### src/rmcg_pkg.sv
`default_nettype none
package rmcg_pkg;

	// Register byte offsets inside the system control window.
	localparam logic [11:0] OFS_RUN_ENABLE = 12'h104;
	localparam logic [11:0] OFS_SLEEP_ENABLE = 12'h114;
	localparam logic [11:0] OFS_DEEP_ENABLE = 12'h124;
	localparam logic [11:0] OFS_CLOCK_CONFIG = 12'h060;
	localparam logic [11:0] OFS_FAULT_STATUS = 12'h140;
	localparam logic [11:0] OFS_FAULT_MASK = 12'h144;

	// Gate bit positions in every gating register, and the auto gating bit of the clock configuration register.
	localparam int BIT_UART_UNIT_ZERO_GATE = 0;
	localparam int BIT_UART_UNIT_ONE_GATE = 1;
	localparam int BIT_SYNC_SERIAL_ZERO_GATE = 4;
	localparam int BIT_I2C_UNIT_ZERO_GATE = 12;
	localparam int BIT_GP_COUNTER_ZERO_GATE = 16;
	localparam int BIT_GP_COUNTER_ONE_GATE = 17;
	localparam int BIT_GP_COUNTER_TWO_GATE = 18;
	localparam int BIT_ANALOG_COMPARATOR_ZERO_GATE = 24;
	localparam int BIT_AUTO_CLOCK_GATING_SELECT = 0;

	// Number of gated units, index order follows the table below.
	localparam int NUM_UNITS = 8;
	localparam int UNIT_BIT [NUM_UNITS] = '{
		BIT_UART_UNIT_ZERO_GATE, BIT_UART_UNIT_ONE_GATE,
		BIT_SYNC_SERIAL_ZERO_GATE, BIT_I2C_UNIT_ZERO_GATE,
		BIT_GP_COUNTER_ZERO_GATE, BIT_GP_COUNTER_ONE_GATE,
		BIT_GP_COUNTER_TWO_GATE, BIT_ANALOG_COMPARATOR_ZERO_GATE};

	// Writable bits and reset values.
	localparam logic [31:0] GATE_WRITE_MASK = 32'h0107_1013;
	localparam logic [31:0] GATE_RESET = 32'h0000_0000;
	localparam logic [7:0] FAULT_RESET = 8'h00;
	localparam logic [31:0] READ_ZERO = 32'h0000_0000;

	// Complete state of the block apart from the clock gate flops.
	typedef struct packed {
		logic [31:0] run;
		logic [31:0] slp;
		logic [31:0] dsl;
		logic auto_clock_gating_select;
		logic [7:0] sts;
		logic [7:0] msk;
		logic [31:0] rdata;
		logic err;
	} rmcg_state_t;

	// Gathers the per-unit enable bits of a gating register.
	function automatic logic [NUM_UNITS-1:0] rmcg_pick(input logic [31:0] r);
		logic [NUM_UNITS-1:0] v;
		v = '0;
		for (int i = 0; i < NUM_UNITS; i++) begin
			v[i] = r[UNIT_BIT[i]];
		end
		return v;
	endfunction

endpackage
`default_nettype wire

### src/rmcg_gate.sv
`timescale 1ns/10ps
`default_nettype none
module rmcg_gate (
	input wire logic pclk, // System clock, 20 MHz.
	input wire logic presetn, // Asynchronous reset, active low.
	input wire logic psel, // APB select.
	input wire logic penable, // APB enable.
	input wire logic pwrite, // APB direction, high for write.
	input wire logic [11:0] paddr, // APB byte address.
	input wire logic [31:0] pwdata, // APB write data.
	output logic pready, // APB ready.
	output logic [31:0] prdata, // APB read data.
	output logic pslverr, // APB error for unmapped address.
	input wire logic sleep_req, // System is in sleep mode.
	input wire logic deep_sleep_req, // System is in deep-sleep mode.
	input wire logic [rmcg_pkg::NUM_UNITS-1:0] unit_access, // Bus access to unit.
	output logic [rmcg_pkg::NUM_UNITS-1:0] unit_fault, // Bus fault to unit access.
	output logic [rmcg_pkg::NUM_UNITS-1:0] unit_clk_en, // Unit enabled level.
	output logic [rmcg_pkg::NUM_UNITS-1:0] unit_clk, // Gated unit clocks.
	output logic irq // Unmasked fault status pending.
);
	import rmcg_pkg::*;

	////////////////////////////////////////////////////////////////////////////
	rmcg_state_t cur_ff;
	rmcg_state_t nxt_ff;
	logic setup;
	logic wr_access;
	logic hit;
	logic [31:0] rd_mux;
	logic [31:0] sel_reg;
	logic [NUM_UNITS-1:0] unit_en;
	logic [NUM_UNITS-1:0] gate_en_ff;

	// Bus phases: setup samples read data, access commits writes.
	assign setup = psel & ~penable;
	assign wr_access = psel & penable & pwrite;

	// Address decode and read multiplexer.
	always_comb begin
		hit = 1'b1;
		rd_mux = READ_ZERO;
		unique case (paddr)
			OFS_RUN_ENABLE: begin
				rd_mux = cur_ff.run;
			end
			OFS_SLEEP_ENABLE: begin
				rd_mux = cur_ff.slp;
			end
			OFS_DEEP_ENABLE: begin
				rd_mux = cur_ff.dsl;
			end
			OFS_CLOCK_CONFIG: begin
				rd_mux[BIT_AUTO_CLOCK_GATING_SELECT] = cur_ff.auto_clock_gating_select;
			end
			OFS_FAULT_STATUS: begin
				rd_mux[NUM_UNITS-1:0] = cur_ff.sts;
			end
			OFS_FAULT_MASK: begin
				rd_mux[NUM_UNITS-1:0] = cur_ff.msk;
			end
			default: begin
				hit = 1'b0;
			end
		endcase
	end

	// Power mode picks which gating register drives the units.
	always_comb begin
		if (cur_ff.auto_clock_gating_select && deep_sleep_req) begin
			sel_reg = cur_ff.dsl;
		end else if (cur_ff.auto_clock_gating_select && sleep_req) begin
			sel_reg = cur_ff.slp;
		end else begin
			sel_reg = cur_ff.run;
		end
		unit_en = rmcg_pick(sel_reg);
	end

	// Next state of registers, read data and fault status.
	always_comb begin
		nxt_ff = cur_ff;
		if (setup) begin
			nxt_ff.err = ~hit;
			nxt_ff.rdata = (pwrite || !hit) ? READ_ZERO : rd_mux;
		end
		if (wr_access && hit) begin
			unique case (paddr)
				OFS_RUN_ENABLE: begin
					nxt_ff.run = pwdata & GATE_WRITE_MASK;
				end
				OFS_SLEEP_ENABLE: begin
					nxt_ff.slp = pwdata & GATE_WRITE_MASK;
				end
				OFS_DEEP_ENABLE: begin
					nxt_ff.dsl = pwdata & GATE_WRITE_MASK;
				end
				OFS_CLOCK_CONFIG: begin
					nxt_ff.auto_clock_gating_select = pwdata[BIT_AUTO_CLOCK_GATING_SELECT];
				end
				OFS_FAULT_STATUS: begin
					nxt_ff.sts = cur_ff.sts & ~pwdata[NUM_UNITS-1:0];
				end
				OFS_FAULT_MASK: begin
					nxt_ff.msk = pwdata[NUM_UNITS-1:0];
				end
				default: begin
					nxt_ff.err = cur_ff.err;
				end
			endcase
		end
		// A new fault wins over a clear in the same cycle.
		nxt_ff.sts = nxt_ff.sts | (unit_access & ~unit_en);
	end

	// State register; everything starts unclocked.
	always_ff @(posedge pclk or negedge presetn) begin
		if (!presetn) begin
			cur_ff.run <= GATE_RESET;
			cur_ff.slp <= GATE_RESET;
			cur_ff.dsl <= GATE_RESET;
			cur_ff.auto_clock_gating_select <= 1'b0;
			cur_ff.sts <= FAULT_RESET;
			cur_ff.msk <= FAULT_RESET;
			cur_ff.rdata <= READ_ZERO;
			cur_ff.err <= 1'b0;
		end else begin
			cur_ff <= nxt_ff;
		end
	end

	////////////////////////////////////////////////////////////////////////////
	// Enables change only while the clock is low, so no pulse is cut short.
	genvar gi;
	generate
		for (gi = 0; gi < NUM_UNITS; gi++) begin : g_gate
			always_ff @(negedge pclk or negedge presetn) begin
				if (!presetn) begin
					gate_en_ff[gi] <= 1'b0;
				end else begin
					gate_en_ff[gi] <= unit_en[gi];
				end
			end
			assign unit_clk[gi] = pclk & gate_en_ff[gi];
		end
	endgenerate

	// Outputs toward the bus, the units and the interrupt line.
	assign pready = 1'b1;
	assign prdata = cur_ff.rdata;
	assign pslverr = cur_ff.err;
	assign unit_clk_en = unit_en;
	assign unit_fault = unit_access & ~unit_en;
	assign irq = |(cur_ff.sts & cur_ff.msk);
endmodule
`default_nettype wire

### config.mk
export PLATFORM = sky130hd
export DESIGN_NAME = rmcg_gate
export DESIGN_NICKNAME = d
export VERILOG_FILES = /design/src/rmcg_pkg.sv /design/src/rmcg_gate.sv
export SDC_FILE = /design/constraint.sdc
export NUM_CORES = 1
export LEC_CHECK = 0
export ABC_AREA = 1
export BUFFER_PORTS_ARGS = -buffer_cell sky130_fd_sc_hd__clkbuf_2
export CORE_UTILIZATION = 41
export DETAILED_ROUTE_END_ITERATION = 6
export PLACE_DENSITY = 0.67
export SLEW_MARGIN = 15
export SYNTH_ARGS = -nofsm -noshare
export SYNTH_HDL_FRONTEND = slang
export SYNTH_SLANG_ARGS = --single-unit
### constraint.sdc
create_clock -name pclk -period 2.05 [get_ports pclk]
set_clock_uncertainty 0.05 [all_clocks]
set_input_delay 0.3075 -clock pclk [delete_from_list [all_inputs] [get_ports pclk]]
set_output_delay 0.3075 -clock pclk [all_outputs]
set_load 0.01 [all_outputs]
Word level (Yosys, flattened, before mapping) --
Cells that the tools add are included.
Word-level totals: bits of input ports 59, word-level logic and storage cells 67, bits in registers 82
Cells by class: multiplexer cells 13, bitwise operators 19, eq/ne operators 7, reductions and logical operators 12
Operators with widths (number):
- $mux W25 | 3
- $eq A12 B9 Y1 const B | 5
- $pmux W17 S3 | 1
- $pmux W7 S5 | 1
- $and A8 B8 Y8 | 3
- $mux W16 | 1
- $mux W8 | 2
- $not A8 Y8 | 2
- $eq A12 B7 Y1 const B | 1
- $and A1 B1 Y1 | 11
- $reduce_and A2 Y1 | 5
- $or A8 B8 Y8 | 1
- $reduce_or A8 Y1 | 1
- $pmux W1 S6 | 1
- $reduce_or A6 Y1 | 1
- $mux W1 | 4
- $logic_and A1 B1 Y1 | 3
- $ne A2 B2 Y1 const B | 1
- $not A1 Y1 | 2
- $logic_not A1 Y1 | 1
- $logic_or A1 B1 Y1 | 1

Longest topological paths before layout --
Gate-level depths: netlist of run 1.
word-level depth 7, mapped depth 12, depth with buffers taken out 12

==> reports/metrics.cfg, run 1 <==
[worst_setup_path]
crit_slowest_cell=dfrtn_1
critPathKind=flip-flop to primary output
crit_chain=nand2_2, inv_2, buf_6
slowest_delay_ns=0.44
critical_path.top_delay_family=flip-flops
worstPathRequired_ns=1.69
worst-r2r-cell-count=4
r2r_end=gate_en_ff[7]
critPathArrivalTime_ns=2.13
start_kind=flip-flop
end_kind=primary output
r2r_slack_ns=-0.16
critPathMaxFanout=1
path_depth=3
path_buf_inv=2
reg2reg_from=cur_ff[49]
cp-endpoint=unit_clk[2]
critPathLaunch=gate_en_ff[2]

[floorplanning]
core-area_mm2=0.00838
start_util=0.433
die-height_um=96.1
die_area_mm2=0.00923
ios=118
rows=33
dieWidth_um=96.1

[route]
via_per_inst=4.99
drc=0
drtPass1Iterations=4
dr_total_vias=3536
dr.first_iter.drc_count=166
drt_wl_total_mm=10.5
ant_nets=0
wl_per_cell_um=14.8

[timing]
setup_viol=33
relSlewSlack=0.596
hold_viol_final=0
holdWs_ns=0.0586
rsz0062_at_grt=true
max_slew.worst_pin.slew_ns=0.604
fin_setup_tns_ns=-4.27
worst_slack_ns=-0.442
slew_viol_final=0

[clock_network]
clock_latency_ns=0.46
tritoncts=yes
path_clk_slew_ns=0.07

[yosys]
yosysTopAreaCellShare=0.379
yosysMostFrequentCell=nand2_1
synth_edf_count=0
synth_common_cells=nand2_1, inv_1, dfrtp_1
synth.distinct_cells=29
ys_seq_area_frac=0.434
netlist_area_mm2=0.00363
yosysWarnings=0
synthCells=493
postSynthAreaPerCell_um2=7.36
synth_top_flop_cell=dfrtp_1
yosysTopAreaCell=dfrtp_1
ys_seq_elements=63
synthArstFlopShare=1.00
synth.area.top_cells=dfrtp_1, nand2_1, buf_4, nand3_1, inv_1

[global_route]
grt-ovfl-total=0
grt_first_pass_wirelength_mm=16.5
first_global_vias=3522
grt_start_max_net_pins=28
antenna_found_initial=0
grtUsageTotal=0.245

[pwr]
leakagePower_nw=2.72
peakVddDrop_uv=350
power.switching_mw=0.847
power.total_mw=3.07
combPwrFrac=0.110
p_int_mw=2.22
p_sw_frac=0.276
power_density_mw_per_mm2=626
p_clk_frac=0.481
p_seq_frac=0.409

[placed_design]
hpwl_mm=7.50
port_buffers=78
routabilityCongestion=0.872

[final_layout]
diodes=0
fin_nets=656
drive_gt1_frac=0.328
areaGrowthSynthToFinish_pct=35.2

[run_status]
violations=negative setup slack
status=finished with violations

[hold_path]
hp-class=input port to flip-flop
hp-start=pwdata[5]

[job]
maxCapViolations=0

==> worst reg2reg max path: stages (launching register included) <==
cell	delay [ns]
dfrtp_1	0.38
nand2_2	0.11
buf_6	0.15
o211ai_1	0.22
o21ai_2	0.11
==> layout make-up <==
type	instances	area (um2)
Clock buffer	25	263
Multi-Input combinational cell	339	1840
Clock inverter	12	75.1
Timing Repair Buffer	109	808
Tap cell	105	131
Inverter	55	214
Sequential cell	63	1580
Fill cell	761	3480
==> power groups by stage <==
stage / logic, mW / clock network [mW] / registers (mW)
after floorplan: 0.146 / 0.0929 / 1.28
after global placement: 0.250 / 0.0875 / 1.28
after detailed placement: 0.256 / 0.0875 / 1.28
after CTS: 0.288 / 1.47 / 1.26
after global routing: 0.368 / 1.60 / 1.26
final: 0.337 / 1.48 / 1.26
==> per-layer routing <==
layer / vias to the layer above / track usage / share of wire
li1: 1725 / - / -
met1: 1651 / 0.287 / 0.43
met2: 128 / 0.393 / 0.48
met3: 32 / 0.0821 / 0.061
met4: 0 / 0.134 / 0.029
met5: - / 0 / 0
==> how the worst min path moves through the flow <==
stage / slack (ns) / end / cells after the start
finish: 0.06 / cur_ff[38] / 3
global route: 0.06 / cur_ff[38] / 3
CTS: 0.04 / cur_ff[43] / 3
detailed placement: 0.24 / cur_ff[43] / 1
global placement: 0.23 / cur_ff[43] / 1
floorplan: -0.04 / cur_ff[100] / 0
==> layout by cell type, fill, tap and decap left out, types with 2 or more instances in the layout <==
master,netlist,final
inv_2,6,9
nand2_2,3,12
o22ai_1,4,4
clkbuf_8,0,14
buf_2,5,8
clkbuf_1,5,3
dfrtn_1,8,8
nor2_1,46,32
o21ai_0,20,18
nand3_1,47,47
a31oi_4,0,6
nand2_1,147,131
a21oi_1,11,11
nand3_2,2,2
nand4_1,18,18
nor2_2,3,7
buf_6,3,35
o211ai_1,2,2
clkbuf_2,0,55
inv_1,57,53
dfrtp_1,55,55
buf_4,34,17
nand2_4,1,7
conb_1,2,20
nor2_4,2,12
o21ai_2,0,2
clkinv_2,0,3
nand2_8,0,2
==> per-stage QoR <==
stage	cell area [um2]	cells	util	worst slack, ns
5_1_grt	4900	708	0.585	-0.484
6_report	4900	708	0.585	-0.442
3_3_place_gp	4210	676	0.503	-0.166
4_1_cts	4670	705	0.557	-0.482
3_5_place_dp	4210	676	0.503	-0.188
2_1_floorplan	3820	511	-	-0.0865
==> logic make-up (layout without fill, tap and decap cells) <==
family / Yosys count / after routing / share of synthesized area
and+or+nand+nor: 273 / 274 / 0.334
buffers and inverters: 110 / 201 / 0.157
DFF: 63 / 63 / 0.434
AOI/OAI and AO/OA: 45 / 45 / 0.0728
other: 2 / 20 / 0.00207
==> what timing repair did <==
action / in CTS / in global routing
gates cloned: 1 / 1
setup buffers: 6 / 2
setup endpoints to repair: 40 / 40
hold buffers: 1 / 0
endpoints found under the hold margin: 5 / 0
resized for setup: 40 / 73
pin swaps: 12 / 10
==> sequential cells by signal, summed over array words and instances, names as in the netlist <==
| name | flops |
|---|---|
| pslverr | 1 |
| prdata | 13 |
| gate_en_ff | 8 |
| cur_ff | 41 |
No activity file was read; power rests on OpenSTA's default activity.
==> run 2: changes to the inputs <==
CORE_UTILIZATION = 51   (was 41)
PLACE_DENSITY = 0.8   (was 0.67)
clock period = 2.55 ns   (was 2.05 ns; I/O delays follow)
==> run 2 against run 1 <==
Net effect:
- the run still ends with negative setup slack left
- sequential cell count unchanged
- count of clock-buffer cells in the layout unchanged
- non-clock buffer count down 20
- cell area down 13%
- highest routed layer unchanged
- first-iteration DRC count increased by 16%
- final cell count fell by 4.2%
- largest power group unchanged
- sequential share of layout area increased by 4.6 points
- wire length down 9.0%
- via count fell by 1.1%
==> reports/metrics.cfg, run 2 (synthesis results as in run 1) <==
[clock_network]
clock_latency_ns=0.45
tritoncts=yes
path_clk_slew_ns=0.07

[timing]
setup_viol=16
rsz0062_at_grt=true
slew_viol_final=0
relSlewSlack=0.561
worst_slack_ns=-0.227
max_slew.worst_pin.slew_ns=0.656
hold_viol_final=0

[route]
via_per_inst=5.16
drc=0
dr_total_vias=3497
ant_nets=0
dr.first_iter.drc_count=192
wl_per_cell_um=14.1
drtPass1Iterations=5
drt_wl_total_mm=9.56

[floorplanning]
dieWidth_um=86.4
die-height_um=86.4
ios=118
core-area_mm2=0.00683
rows=30
start_util=0.531
die_area_mm2=0.00746

[pwr]
power.total_mw=2.37
power_density_mw_per_mm2=552
peakVddDrop_uv=351
leakagePower_nw=2.48

[worst_setup_path]
critPathKind=flip-flop to primary output
slowest_delay_ns=0.39
start_kind=flip-flop
critPathArrivalTime_ns=2.34
crit_chain=nand2_1, inv_1, buf_2
end_kind=primary output
critPathMaxFanout=1
crit_slowest_cell=dfrtn_1
worstPathRequired_ns=2.12
path_buf_inv=2
critical_path.top_delay_family=flip-flops

[global_route]
grtUsageTotal=0.277
grt_start_max_net_pins=28
grt-ovfl-total=0
grt_first_pass_wirelength_mm=15.5
first_global_vias=3431
antenna_found_initial=0

[final_layout]
drive_gt1_frac=0.241
max_flop_register=cur_ff
final_common_cell=nand2_1
fin_nets=635
largest_reg_flops=41
diodes=0
layout_common_cells=nand2_1, clkbuf_2, inv_1, dfrtp_1, nand3_1
final_util=0.628
areaGrowthSynthToFinish_pct=18.2
fillers=641

[hold_path]
hp-class=input port to flip-flop

[placed_design]
port_buffers=78
routabilityCongestion=0.911
hpwl_mm=7.00
pre_cts_ws_ns=-0.0651

[run_status]
status=finished with violations
violations=negative setup slack

[job]
maxCapViolations=0

-- run 2: cell type report --
| class | instances | area [um2] | area share |
|---|---|---|---|
| inverters | 55 | 206 | 0.0481 |
| clock inverters | 12 | 75.1 | 0.0175 |
| repair buffers | 89 | 495 | 0.116 |
| clock buffers | 25 | 250 | 0.0584 |
| well taps | 96 | 120 | 0.0280 |
| multi-input cells | 338 | 1560 | 0.365 |
| flip-flops and latches | 63 | 1580 | 0.368 |
-- run 2: report_power, final --
| group | internal (mW) | total, mW | switching [mW] |
|---|---|---|---|
| clock | 0.655 | 1.16 | 0.509 |
| sequential | 1.01 | 1.01 | 0.00199 |
| combinational | 0.0644 | 0.193 | 0.128 |
| total | 1.73 | 2.37 | 0.639 |
-- run 2: worst paths after layout --
check	from	cells past startpoint	slack, ns	end
worst min register to register	cur_ff[138]	2	0.43	cur_ff[138]
worst max-delay path	gate_en_ff[6]	3	-0.23	unit_clk[6]
worst max register to register	cur_ff[49]	4	0.05	gate_en_ff[5]
min in group asynchronous	presetn	2	0.37	prdata[2]
worst min-delay path	unit_access[2]	3	0.13	cur_ff[43]
max in group asynchronous	presetn	2	0.55	gate_en_ff[4]
-- run 2: metal layers --
layer / routed length, um / track usage / vias to the layer above
li1: - / - / 1678
met1: 4170 / 0.348 / 1634
met2: 4450 / 0.416 / 157
met3: 679 / 0.0876 / 28
met4: 260 / 0.173 / 0
met5: 0 / 0 / -
-- run 2: through the flow --
stage                     cell area (um2)  hold WS (ns)  std cells  TNS (ns)
after floorplan                      3700        0.0369        511         0
after global placement               4010         0.302        656   -0.0742
after detailed placement             4010         0.305        656    -0.276
after CTS                            4270         0.115        678     -1.85
after global routing                 4290         0.138        678     -2.05
final                                4290         0.131        678     -1.63
-- run 2: worst reg2reg max path, cell delays in order, from the launching register on --
cell     delay [ns]
dfrtp_1        0.42
nand2_2        0.14
inv_1          0.20
nand2_1        0.07
a31oi_1        0.31
-- run 2: repair_timing --
item	in CTS	in global routing
buffers inserted	0	0
setup endpoints to repair	16	24
hold buffers	1	0
pin swaps	7	1
endpoints found under the hold margin	8	0
resized for setup	2	12
